==> src/rtl/pcpr_map.svh <==
// pcpr_map.svh: offsets, field positions and reset values of the register bank
// assumes inclusion by bare name from rtl/
`ifndef PCPR_MAP_SVH
`define PCPR_MAP_SVH
`define PCPR_A_MODE 8'h12
`define PCPR_A_DCE 8'h14
`define PCPR_A_TIM 8'h16
`define PCPR_A_MISC 8'h17
`define PCPR_A_RESTART 8'h18
`define PCPR_A_PWR 8'h19
`define PCPR_A_RST 8'h1A
`define PCPR_TIM_DIS_LSB 0
`define PCPR_TIM_CUT_CURRENT_THRESHOLD_LSB 2
`define PCPR_TIM_START_LSB 4
`define PCPR_TIM_WMASK 8'h3F
`define PCPR_MISC_OSCMASK 5
`define PCPR_MISC_INTEN 7
`define PCPR_MISC_WMASK 8'hA0
`define PCPR_MISC_DFLT 8'hA0
`define PCPR_TIM_DFLT 8'h00
`define PCPR_MODE_DFLT_HI 8'hFF
`define PCPR_MODE_DFLT_LO 8'h00
`define PCPR_DCE_DFLT_HI 8'hFF
`define PCPR_DCE_DFLT_LO 8'h00
`define PCPR_RST_ALL 4
`define PCPR_RST_REL 6
`define PCPR_RST_EVCLR 7
`define PCPR_INIT_CNT 2'h3
`define PCPR_ARA 7'h0C
`define PCPR_DEV_ADDR 7'h20
`endif

==> src/rtl/pcpr_pkg.sv <==
// pcpr_pkg.sv: types shared by the register bank and its serial front end
// assumes nothing of its surroundings
package pcpr_pkg;
    typedef logic [3:0] pcpr_port_vec_t;
    typedef enum logic [1:0] {
        PCPR_MODE_SHDN = 2'h0,
        PCPR_MODE_MAN = 2'h1,
        PCPR_MODE_SEMI = 2'h2,
        PCPR_MODE_AUTO = 2'h3
    } pcpr_mode_t;
    typedef enum logic [2:0] {
        PCPR_ST_IDLE = 3'h0,
        PCPR_ST_ADDR = 3'h1,
        PCPR_ST_AACK = 3'h3,
        PCPR_ST_RX = 3'h2,
        PCPR_ST_RXACK = 3'h6,
        PCPR_ST_TX = 3'h7,
        PCPR_ST_TXACK = 3'h5
    } pcpr_i2c_st_t;
endpackage

==> src/rtl/pcpr_bus_if.sv <==
// pcpr_bus_if.sv: register access between serial front end and register bank
// assumes both ends run on the same clock
`timescale 1ns/1ps
`default_nettype none
interface pcpr_bus_if;
    logic wr_stb;
    logic [7:0] addr;
    logic [7:0] wdata;
    logic [7:0] rdata;
    logic ara_en;
    modport slave (output wr_stb, output addr, output wdata, input rdata, input ara_en);
    modport regs (input wr_stb, input addr, input wdata, output rdata, output ara_en);
endinterface // pcpr_bus_if
`default_nettype wire

==> src/rtl/pcpr_i2c_slave.sv <==
// pcpr_i2c_slave.sv: two-wire serial slave, one pointer byte then data bytes
// assumes scl/sda are asynchronous pins, oversampled by clk
`timescale 1ns/1ps
`default_nettype none
`include "pcpr_map.svh"
module pcpr_i2c_slave #(
    parameter logic [6:0] DEV_ADDR = `PCPR_DEV_ADDR // own address
)(
    input wire logic clk, // core clock
    input wire logic resetn, // async reset, low
    input wire logic scl_i, // serial clock pin
    input wire logic sda_i, // serial data pin level
    output logic sda_o, // data drive value
    output logic sda_oe_n, // low while pulling data low
    pcpr_bus_if.slave bus // register access
);
    import pcpr_pkg::*;
    logic [1:0] scl_ff, sda_ff;
    logic scl_d, sda_d, drv_reg, wr_reg, rw_reg, first_reg, ara_reg, ack_reg;
    logic [3:0] cnt_reg;
    logic [7:0] sh_reg, ptr_reg, wd_reg;
    pcpr_i2c_st_t st_reg;
    always_ff @(posedge clk or negedge resetn)
    begin
        if (!resetn)
        begin
            scl_ff <= 2'h3;
            sda_ff <= 2'h3;
            scl_d <= 1'b1;
            sda_d <= 1'b1;
        end
        else
        begin
            scl_ff <= {scl_ff[0], scl_i};
            sda_ff <= {sda_ff[0], sda_i};
            scl_d <= scl_ff[1];
            sda_d <= sda_ff[1];
        end
    end
    wire scl_s = scl_ff[1];
    wire sda_s = sda_ff[1];
    wire rise = scl_s & ~scl_d;
    wire fall = ~scl_s & scl_d;
    wire start = scl_s & scl_d & sda_d & ~sda_s;
    wire stop = scl_s & scl_d & ~sda_d & sda_s;
    wire full = cnt_reg == 4'h8;
    wire adr_hit = sh_reg[7:1] == DEV_ADDR;
    // alert response only answered while the bank allows it
    wire ara_hit = bus.ara_en & (sh_reg[7:1] == `PCPR_ARA) & sh_reg[0];
    wire [7:0] tx_byte = ara_reg ? {DEV_ADDR, 1'b1} : bus.rdata;
    always_ff @(posedge clk or negedge resetn)
    begin
        if (!resetn)
        begin
            st_reg <= PCPR_ST_IDLE;
            cnt_reg <= 4'h0;
            sh_reg <= 8'h00;
            ptr_reg <= 8'h00;
            wd_reg <= 8'h00;
            drv_reg <= 1'b0;
            wr_reg <= 1'b0;
            rw_reg <= 1'b0;
            first_reg <= 1'b0;
            ara_reg <= 1'b0;
            ack_reg <= 1'b0;
        end
        else
        begin
            wr_reg <= 1'b0;
            if (start)
            begin
                st_reg <= PCPR_ST_ADDR;
                cnt_reg <= 4'h0;
                drv_reg <= 1'b0;
            end
            else if (stop)
            begin
                st_reg <= PCPR_ST_IDLE;
                drv_reg <= 1'b0;
            end
            else if (rise)
            begin
                if (st_reg == PCPR_ST_ADDR || st_reg == PCPR_ST_RX)
                begin
                    sh_reg <= {sh_reg[6:0], sda_s};
                    cnt_reg <= cnt_reg + 4'h1;
                end
                if (st_reg == PCPR_ST_TXACK)
                    ack_reg <= ~sda_s;
            end
            else if (fall)
            begin
                case (st_reg)
                    PCPR_ST_ADDR:
                        if (full)
                        begin
                            cnt_reg <= 4'h0;
                            rw_reg <= sh_reg[0];
                            ara_reg <= ara_hit;
                            drv_reg <= adr_hit | ara_hit;
                            st_reg <= (adr_hit | ara_hit) ? PCPR_ST_AACK : PCPR_ST_IDLE;
                        end
                    PCPR_ST_AACK:
                        if (rw_reg)
                        begin
                            st_reg <= PCPR_ST_TX;
                            sh_reg <= {tx_byte[6:0], 1'b0};
                            drv_reg <= ~tx_byte[7];
                            cnt_reg <= 4'h1;
                        end
                        else
                        begin
                            st_reg <= PCPR_ST_RX;
                            drv_reg <= 1'b0;
                            first_reg <= 1'b1;
                        end
                    PCPR_ST_RX:
                        if (full)
                        begin
                            st_reg <= PCPR_ST_RXACK;
                            drv_reg <= 1'b1;
                            cnt_reg <= 4'h0;
                            first_reg <= 1'b0;
                            if (first_reg)
                                ptr_reg <= sh_reg;
                            else
                            begin
                                wd_reg <= sh_reg;
                                wr_reg <= 1'b1;
                            end
                        end
                    PCPR_ST_RXACK:
                    begin
                        st_reg <= PCPR_ST_RX;
                        drv_reg <= 1'b0;
                    end
                    PCPR_ST_TX:
                        if (full)
                        begin
                            st_reg <= PCPR_ST_TXACK;
                            drv_reg <= 1'b0;
                        end
                        else
                        begin
                            drv_reg <= ~sh_reg[7];
                            sh_reg <= {sh_reg[6:0], 1'b0};
                            cnt_reg <= cnt_reg + 4'h1;
                        end
                    PCPR_ST_TXACK:
                        if (ack_reg)
                        begin
                            st_reg <= PCPR_ST_TX;
                            sh_reg <= {tx_byte[6:0], 1'b0};
                            drv_reg <= ~tx_byte[7];
                            cnt_reg <= 4'h1;
                        end
                        else
                            st_reg <= PCPR_ST_IDLE;
                    default:
                        drv_reg <= 1'b0;
                endcase
            end
        end
    end
    assign sda_o = 1'b0;
    assign sda_oe_n = ~drv_reg;
    assign bus.wr_stb = wr_reg;
    assign bus.addr = ptr_reg;
    assign bus.wdata = wd_reg;
endmodule // pcpr_i2c_slave
`default_nettype wire

==> src/rtl/pcpr_regs.sv <==
// pcpr_regs.sv: configuration and pushbutton registers of a quad port power controller
// assumes fault and event inputs come from logic on clk; serial pins and the strap are asynchronous
// Overview of operation
// - enable bits gate detect/class in auto modes
// - manual mode enable write runs one cycle
// - timing bits 0-1 select disconnect delay
// - timing bits 2-3 select overcurrent limit
// - timing bits 4-5 select start-up limit
// - timing bits 6-7 written zero, read zero
// - misc bit 5 masks oscillator fail
// - misc bit 7 enables interrupt and alert
// - pushbuttons write-only, ones act, read 00h
// - restart pushbutton starts one manual cycle
// - restart pushbutton sets auto-mode enable bits
// - power pushbutton sets or clears power flag
// - faults and disconnects still remove power
// - no power-on until overcurrent timer expires
// - power-off pushbutton clears port state too
// - reset bits 0-3 clear one port
// - reset bit 4 returns chip to defaults
// - reset bit 5 has no effect
// - reset bit 6 releases interrupt only
// - reset bit 7 releases, clears all events
// - each port has one of four modes
// - shutdown port holds power and enables at zero, clears events; lockout kept
`timescale 1ns/1ps
`default_nettype none
`include "pcpr_map.svh"
module pcpr_regs #(
    parameter logic [6:0] DEV_ADDR = `PCPR_DEV_ADDR // serial address
)(
    input wire logic clk, // 200 MHz core clock
    input wire logic resetn, // async reset, low
    input wire logic scl_i, // serial clock pin
    input wire logic sda_i, // serial data pin level
    output logic sda_o, // data drive value
    output logic sda_oe_n, // low while pulling data
    input wire logic auto_pin, // autonomous start strap
    output logic int_o, // interrupt drive value
    output logic int_oe_n, // low while pulling interrupt
    input wire logic int_cond, // pending interrupt condition
    input wire logic osc_fail_raw, // reference input missing
    output logic osc_fail_set, // sets oscillator fail flag
    input wire pcpr_pkg::pcpr_port_vec_t cut_current_threshold_fault, // overcurrent timeout pulse
    input wire pcpr_pkg::pcpr_port_vec_t start_fault, // start-up fault pulse
    input wire pcpr_pkg::pcpr_port_vec_t disc_event, // enabled disconnect pulse
    input wire pcpr_pkg::pcpr_port_vec_t cut_current_threshold_timer_zero, // timer back at zero
    output pcpr_pkg::pcpr_port_vec_t port_power_on, // power-on flags
    output pcpr_pkg::pcpr_port_vec_t det_enable, // detection allowed
    output pcpr_pkg::pcpr_port_vec_t cls_enable, // classification allowed
    output pcpr_pkg::pcpr_port_vec_t det_start, // one detection cycle
    output pcpr_pkg::pcpr_port_vec_t cls_start, // one classification cycle
    output pcpr_pkg::pcpr_port_vec_t port_clear, // clear port events/status
    output logic events_clear_all, // clear all event registers
    output logic chip_reset, // whole-chip reset pulse
    output logic [7:0] port_mode, // two mode bits per port
    output logic [1:0] disconnect_delay_sel, // disconnect delay code
    output logic [1:0] cut_current_threshold_limit_sel, // overcurrent limit code
    output logic [1:0] startup_time_limit_sel // start-up limit code
);
    import pcpr_pkg::*;

    pcpr_bus_if bus ();

    pcpr_i2c_slave #(.DEV_ADDR(DEV_ADDR)) u_i2c (
        .clk(clk),
        .resetn(resetn),
        .scl_i(scl_i),
        .sda_i(sda_i),
        .sda_o(sda_o),
        .sda_oe_n(sda_oe_n),
        .bus(bus)
    );

    logic [1:0] auto_ff;
    logic [1:0] init_reg;
    logic [7:0] mode_reg, dce_reg, tim_reg, misc_reg;
    pcpr_port_vec_t pwr_reg, lock_reg, det_reg, cls_reg, clr_reg;
    logic rel_reg, drv_reg, osc_reg, evclr_reg, chip_reg;
    pcpr_port_vec_t is_shdn, is_man, is_aut;

    // strap resynchronised; defaults load once it has settled
    always_ff @(posedge clk or negedge resetn)
    begin
        if (!resetn)
            auto_ff <= 2'h0;
        else
            auto_ff <= {auto_ff[0], auto_pin};
    end
    wire auto_s = auto_ff[1];

    // decode
    wire live = init_reg == 2'h0;
    wire wr = bus.wr_stb & live;
    wire [7:0] wd = bus.wdata;
    wire w_mode = wr & (bus.addr == `PCPR_A_MODE);
    wire w_dce = wr & (bus.addr == `PCPR_A_DCE);
    wire w_tim = wr & (bus.addr == `PCPR_A_TIM);
    wire w_misc = wr & (bus.addr == `PCPR_A_MISC);
    wire w_restart = wr & (bus.addr == `PCPR_A_RESTART);
    wire w_pwr = wr & (bus.addr == `PCPR_A_PWR);
    wire w_rst = wr & (bus.addr == `PCPR_A_RST);

    genvar gi;
    generate
        for (gi = 0; gi < 4; gi++)
        begin : g_mode
            pcpr_mode_t m;
            assign m = pcpr_mode_t'(mode_reg[2*gi +: 2]);
            assign is_shdn[gi] = m == PCPR_MODE_SHDN;
            assign is_man[gi] = m == PCPR_MODE_MAN;
            assign is_aut[gi] = (m == PCPR_MODE_SEMI) | (m == PCPR_MODE_AUTO);
        end
    endgenerate

    // pushbuttons are pure decodes of the write strobe, nothing stored
    wire [7:0] pb_restart = w_restart ? wd : 8'h00;
    wire [3:0] pb_on = w_pwr ? wd[3:0] : 4'h0;
    wire [3:0] pb_off = w_pwr ? wd[7:4] : 4'h0;
    wire [3:0] pb_prst = w_rst ? wd[3:0] : 4'h0;
    wire pb_all = w_rst & wd[`PCPR_RST_ALL];
    // bit 5 of the reset pushbutton is decoded by nobody
    wire pb_rel = w_rst & wd[`PCPR_RST_REL];
    wire pb_evclr = w_rst & wd[`PCPR_RST_EVCLR];

    wire [3:0] flt = cut_current_threshold_fault | start_fault;
    wire [3:0] kill = pb_off | pb_prst | {4{pb_all}};
    wire [3:0] clr = kill | is_shdn;

    wire [7:0] dce_wr = w_dce ? wd : dce_reg;
    wire [7:0] dce_next = (dce_wr | (pb_restart & {is_aut, is_aut})) & ~{clr, clr};
    // manual ports: a written one is a single cycle request
    wire [7:0] one_shot = ((w_dce ? wd : 8'h00) | pb_restart) & {is_man, is_man};

    // a fault in the same cycle as power-on wins, and faults latch a lockout
    wire [3:0] pwr_set = pb_on & ~is_shdn & ~lock_reg & ~flt;
    wire [3:0] pwr_next = (pwr_reg | pwr_set) & ~(clr | flt | disc_event);
    wire [3:0] lock_next = flt | (lock_reg & ~cut_current_threshold_timer_zero);

    wire [7:0] mode_next = w_mode ? wd : mode_reg;
    wire [7:0] tim_next = w_tim ? (wd & `PCPR_TIM_WMASK) : tim_reg;
    wire [7:0] misc_next = w_misc ? (wd & `PCPR_MISC_WMASK) : misc_reg;

    // release holds until the condition goes away; a new release wins a clear
    wire rel_next = pb_rel | (rel_reg & int_cond & ~pb_evclr);
    wire drv_next = misc_next[`PCPR_MISC_INTEN] & int_cond & ~rel_next & ~pb_evclr & ~pb_all;

    wire [7:0] mode_dflt = auto_s ? `PCPR_MODE_DFLT_HI : `PCPR_MODE_DFLT_LO;
    wire [7:0] dce_dflt = auto_s ? `PCPR_DCE_DFLT_HI : `PCPR_DCE_DFLT_LO;

    always_ff @(posedge clk or negedge resetn)
    begin
        if (!resetn)
            init_reg <= `PCPR_INIT_CNT;
        else if (pb_all)
            init_reg <= `PCPR_INIT_CNT;
        else if (!live)
            init_reg <= init_reg - 2'h1;
    end

    always_ff @(posedge clk or negedge resetn)
    begin
        if (!resetn)
        begin
            mode_reg <= 8'h00;
            dce_reg <= 8'h00;
            tim_reg <= `PCPR_TIM_DFLT;
            misc_reg <= `PCPR_MISC_DFLT;
        end
        else if (init_reg == 2'h1)
        begin
            mode_reg <= mode_dflt;
            dce_reg <= dce_dflt;
            tim_reg <= `PCPR_TIM_DFLT;
            misc_reg <= `PCPR_MISC_DFLT;
        end
        else
        begin
            mode_reg <= mode_next;
            dce_reg <= dce_next;
            tim_reg <= tim_next;
            misc_reg <= misc_next;
        end
    end

    always_ff @(posedge clk or negedge resetn)
    begin
        if (!resetn)
        begin
            pwr_reg <= 4'h0;
            lock_reg <= 4'h0;
        end
        else
        begin
            pwr_reg <= live ? pwr_next : 4'h0;
            lock_reg <= live ? lock_next : 4'h0;
        end
    end

    always_ff @(posedge clk or negedge resetn)
    begin
        if (!resetn)
        begin
            rel_reg <= 1'b0;
            drv_reg <= 1'b0;
            osc_reg <= 1'b0;
        end
        else
        begin
            rel_reg <= rel_next;
            drv_reg <= drv_next & live;
            osc_reg <= osc_fail_raw & misc_reg[`PCPR_MISC_OSCMASK];
        end
    end

    always_ff @(posedge clk or negedge resetn)
    begin
        if (!resetn)
        begin
            det_reg <= 4'h0;
            cls_reg <= 4'h0;
            clr_reg <= 4'h0;
            evclr_reg <= 1'b0;
            chip_reg <= 1'b0;
        end
        else
        begin
            det_reg <= one_shot[3:0];
            cls_reg <= one_shot[7:4];
            clr_reg <= clr;
            evclr_reg <= pb_evclr;
            chip_reg <= pb_all;
        end
    end

    // pushbuttons and unmapped addresses read as zero
    assign bus.rdata = (bus.addr == `PCPR_A_MODE) ? mode_reg :
                       (bus.addr == `PCPR_A_DCE) ? dce_reg :
                       (bus.addr == `PCPR_A_TIM) ? tim_reg :
                       (bus.addr == `PCPR_A_MISC) ? misc_reg : 8'h00;
    assign bus.ara_en = drv_reg;

    assign int_o = 1'b0;
    assign int_oe_n = ~drv_reg;
    assign osc_fail_set = osc_reg;
    assign port_power_on = pwr_reg;
    assign det_enable = dce_reg[3:0] & is_aut;
    assign cls_enable = dce_reg[7:4] & is_aut;
    assign det_start = det_reg;
    assign cls_start = cls_reg;
    assign port_clear = clr_reg;
    assign events_clear_all = evclr_reg;
    assign chip_reset = chip_reg;
    assign port_mode = mode_reg;
    assign disconnect_delay_sel = tim_reg[`PCPR_TIM_DIS_LSB +: 2];
    assign cut_current_threshold_limit_sel = tim_reg[`PCPR_TIM_CUT_CURRENT_THRESHOLD_LSB +: 2];
    assign startup_time_limit_sel = tim_reg[`PCPR_TIM_START_LSB +: 2];
endmodule // pcpr_regs
`default_nettype wire
==> config.mk <==
export PLATFORM = sky130hd
export DESIGN_NAME = pcpr_regs
export DESIGN_NICKNAME = d
export VERILOG_FILES = /design/src/rtl/pcpr_pkg.sv /design/src/rtl/pcpr_bus_if.sv /design/src/rtl/pcpr_i2c_slave.sv /design/src/rtl/pcpr_regs.sv
export VERILOG_INCLUDE_DIRS = /design/src /design/src/rtl
export SDC_FILE = /design/constraint.sdc
export NUM_CORES = 1
export LEC_CHECK = 0
export ABC_AREA = 1
export ABC_CLOCK_PERIOD_IN_PS = 2400
export BUFFER_PORTS_ARGS = -buffer_cell sky130_fd_sc_hd__buf_2
export CAP_MARGIN = 30
export CORE_UTILIZATION = 25
export CTS_CLUSTER_DIAMETER = 200
export DETAILED_ROUTE_END_ITERATION = 7
export SKIP_CTS_REPAIR_TIMING = 1
export SKIP_LAST_GASP = 1
export SLEW_MARGIN = 20
export SYNTH_ARGS = -nofsm -noshare
export SYNTH_HDL_FRONTEND = slang
export SYNTH_HIERARCHICAL = 1
export SYNTH_SLANG_ARGS = --single-unit
==> constraint.sdc <==
create_clock -name clk -period 2.4 [get_ports clk]
set_input_delay 0.48 -clock clk [delete_from_list [all_inputs] [get_ports clk]]
set_output_delay 0.48 -clock clk [all_outputs]
set_load 0.02 [all_outputs]
==> impl_metrics.env <==
export IMPL_postRouteWirelength_um=14200
export IMPL_finalCritPeriodShare_pct=86.2
export IMPL_place_gp_congestion=0.889
export IMPL_dieHeight_um=148
export IMPL_clk_pin_slew_worst_paths_ns=0.07
export IMPL_dr_total_vias=4588
export IMPL_design_core_area_sq_mm=0.0210
export IMPL_netlist_instances=667
export IMPL_clock_sinks=96
export IMPL_n_fill_cell=2279
export IMPL_critPathBufInv=1
export IMPL_placementRows=53
export IMPL_globalRoute_busiestLayer="met2"
export IMPL_crit_path_cell_trace="inv_1 -> ha_1 -> nor4_1 -> nand2_2 -> nand2_1 -> o21ai_2"
export IMPL_cp_startpoint="u_i2c/scl_d"
export IMPL_grt_setup_unrepaired="false"
export IMPL_grt_met2_usage_pct=21.9
export IMPL_ff_latch_area_sq_mm=0.00241
export IMPL_combPwrFrac_pct=16.6
export IMPL_asyncSetResetFlopFracSynth_pct=100
export IMPL_slowest_stage="sky130_fd_sc_hd__dfstp_2"
export IMPL_synth_edff_count=0
export IMPL_detailedPlacementHpwl_um=10800
export IMPL_wl_per_cell_um=14.0
export IMPL_hp_class="in -> async"
export IMPL_drt_pre_antenna_iters=6
export IMPL_start_util_pct=25.4
export IMPL_power_static_leakage_nw=3.03
export IMPL_synth_distinct_cells=43
export IMPL_drtIter0Drc=289
export IMPL_power_net_switching_mw=1.30
export IMPL_synth_seq_area_share_pct=45.4
export IMPL_remaining_drc_errors=0
export IMPL_h_tree_depth=3
export IMPL_tritoncts_num_buffers=9
export IMPL_syn_num_nets=698
export IMPL_arrival_ns=2.30
export IMPL_layout_cells_sized_above_1_pct=22.8
export IMPL_setup_violations_final=0
export IMPL_clock_tree_root_cell="sky130_fd_sc_hd__clkbuf_16"
export IMPL_crit_reg2reg_launch="u_i2c/scl_d"
export IMPL_area_growth_syn_to_layout_pct=17.4
export IMPL_vdd_ir_drop_worst_uv=393
export IMPL_route_detailed_vias_per_inst=4.52
export IMPL_max_freq_mhz=483
export IMPL_crit_path_max_fanout=16
export IMPL_first_pass_grt_wire_length_um=23100
export IMPL_synth_flop_cell="sky130_fd_sc_hd__dfrtp_1"
export IMPL_post_synth_instance_area_sq_mm=0.00532
export IMPL_ant_nets=0
export IMPL_yosys_warnings=6
export IMPL_die_area_sq_mm=0.0219
export IMPL_final_hold_viol_count=0
export IMPL_grt_pass1_vias=4360
export IMPL_syn_avg_cell_area_sq_um=7.98
export IMPL_initial_antenna_violation_count=0
export IMPL_crit_path_max_incr_delay_ns=0.56
export IMPL_whs_ns=0.0811
export IMPL_groute_layer_met1_usage_pct=18.4
export IMPL_path_delay_family="simple AND/OR/NAND/NOR gates"
export IMPL_final_setup_skew_ns=0.0126
export IMPL_startpoint_type="flop"
export IMPL_finalNetCount=766
export IMPL_power_switching_share_pct=32.7
export IMPL_cts_tree="done"
export IMPL_grt_start_max_net_pins=35
export IMPL_grt_total_usage_pct=13.5
export IMPL_fin_setup_tns_ns=0
export IMPL_status="complete, no violations"
export IMPL_cts_buffer_depth=2
export IMPL_finalNonFillerCells=1015
export IMPL_finalCriticalPeriod_ns=2.07
export IMPL_dp_cells=999
export IMPL_pwr_density_cell_mw_per_mm2=635
export IMPL_final_design_area_no_fill_sq_mm=0.00625
export IMPL_global_route_usage_met3_pct=2.59
export IMPL_die_width_um=148
export IMPL_synth_seq_cells=96
export IMPL_worst_setup_path_type="reg -> reg"
export IMPL_power_share_of_the_clock_group_pct=36.5
export IMPL_power_internal_mw=2.67
export IMPL_timing_max_cap_violations=0
export IMPL_portBuffers=65
export IMPL_power_share_sequential_pct=47.0
export IMPL_critical_path_required_ns=2.63
export IMPL_timing_max_transition_violations_final=0
export IMPL_globalRoute_totalOverflow=0
export IMPL_num_antenna_cells=0
export IMPL_placement_cell_area_sq_mm=0.00595
export IMPL_multiInputGateArea_sq_mm=0.00245
export IMPL_clk_latency_ns=0.36
export IMPL_worst_setup_path_end_kind="flop"
export IMPL_ioPinCount=68
export IMPL_finalPower_mw=3.97
==> synthesized netlist by cell type (all sizes together) (2+ instances only) <==
cell type	count	area share, %
ha	8	1.9
buf	12	1.8
dfrtp	86	40
clkinv	2	0.14
inv	90	6.4
nand3b	8	1.1
nand3	41	4.1
a211oi	8	1.2
o211ai	6	0.85
o21ai	67	7.8
dfstp	10	4.9
nor4	6	0.71
nand2	195	15
conb	2	0.14
nor2	73	6.5
nand4	28	4.0
nor3	5	0.89
clkbuf	3	0.21
a21oi	10	1.0
or2	2	0.23
==> routing by layer <==
layer / part of all wire (%) / vias to the layer above
li1: - / 2286
met1: 47 / 2154
met2: 46 / 132
met3: 5.0 / 16
met4: 1.4 / 0
met5: 0 / -
==> power groups by stage <==
stage | combinational, mW | sequential [mW] | clock, mW
6_report | 0.657 | 1.86 | 1.45
5_1_grt | 0.764 | 1.88 | 1.56
4_1_cts | 0.662 | 1.86 | 1.48
3_5_place_dp | 0.659 | 1.89 | 0
3_3_place_gp | 0.658 | 1.89 | 0
2_1_floorplan | 0.518 | 1.83 | 0
==> final timing paths <==
kind / endpoint / slack, ns / cells after the start
max: u_i2c/bus.wdata[4] / 0.33 / 6
min reg2reg: auto_ff[1] / 0.35 / 0
max in group asynchronous: u_i2c/sh_reg[4] / 1.73 / 2
min in group clk: u_i2c/scl_ff[0] / 0.23 / 1
max reg2reg: u_i2c/bus.wdata[4] / 0.33 / 6
min: rel_reg / 0.08 / 1
==> cells by family after synthesis <==
kind of cell / after synthesis / share of synthesized area (%)
buffers and inverters: 107 / 8.60
AO/OA/AOI/OAI: 93 / 11.2
AND/OR/NAND/NOR: 359 / 32.5
other: 2 / 0.141
flip-flops: 96 / 45.4
adder cells (fa/ha/maj): 8 / 1.88
XOR/XNOR: 2 / 0.329
==> area by class of cell <==
type                            count  share of cell area (%)
Clock buffer                        9                    3.60
Clock inverter                      7                    1.14
Inverter                           92                    5.61
Multi-Input combinational cell    464                    39.2
Sequential cell                    96                    38.6
Tap cell                          275                    5.51
Timing Repair Buffer               72                    6.29
==> through the flow <==
stage	setup slack, ns	utilization, %
global placement	0.443	28.4
global route	0.126	29.8
detailed placement	0.400	28.4
CTS	0.386	29.8
floorplan	0.693	-
finish	0.330	29.8
==> placed cells by master, fill, tap and decap left out, drive strengths merged, types with 8 or more instances in the layout <==
cell type and instances:
buf 72, nand3b 8, nand2 195, dfstp 10
inv 94, a21oi 10, nand3 41, a211oi 8
ha 8, nand4 28, o21ai 67, clkbuf 9
nor2 73, dfrtp 86
(Power assumes the default switching activity.)
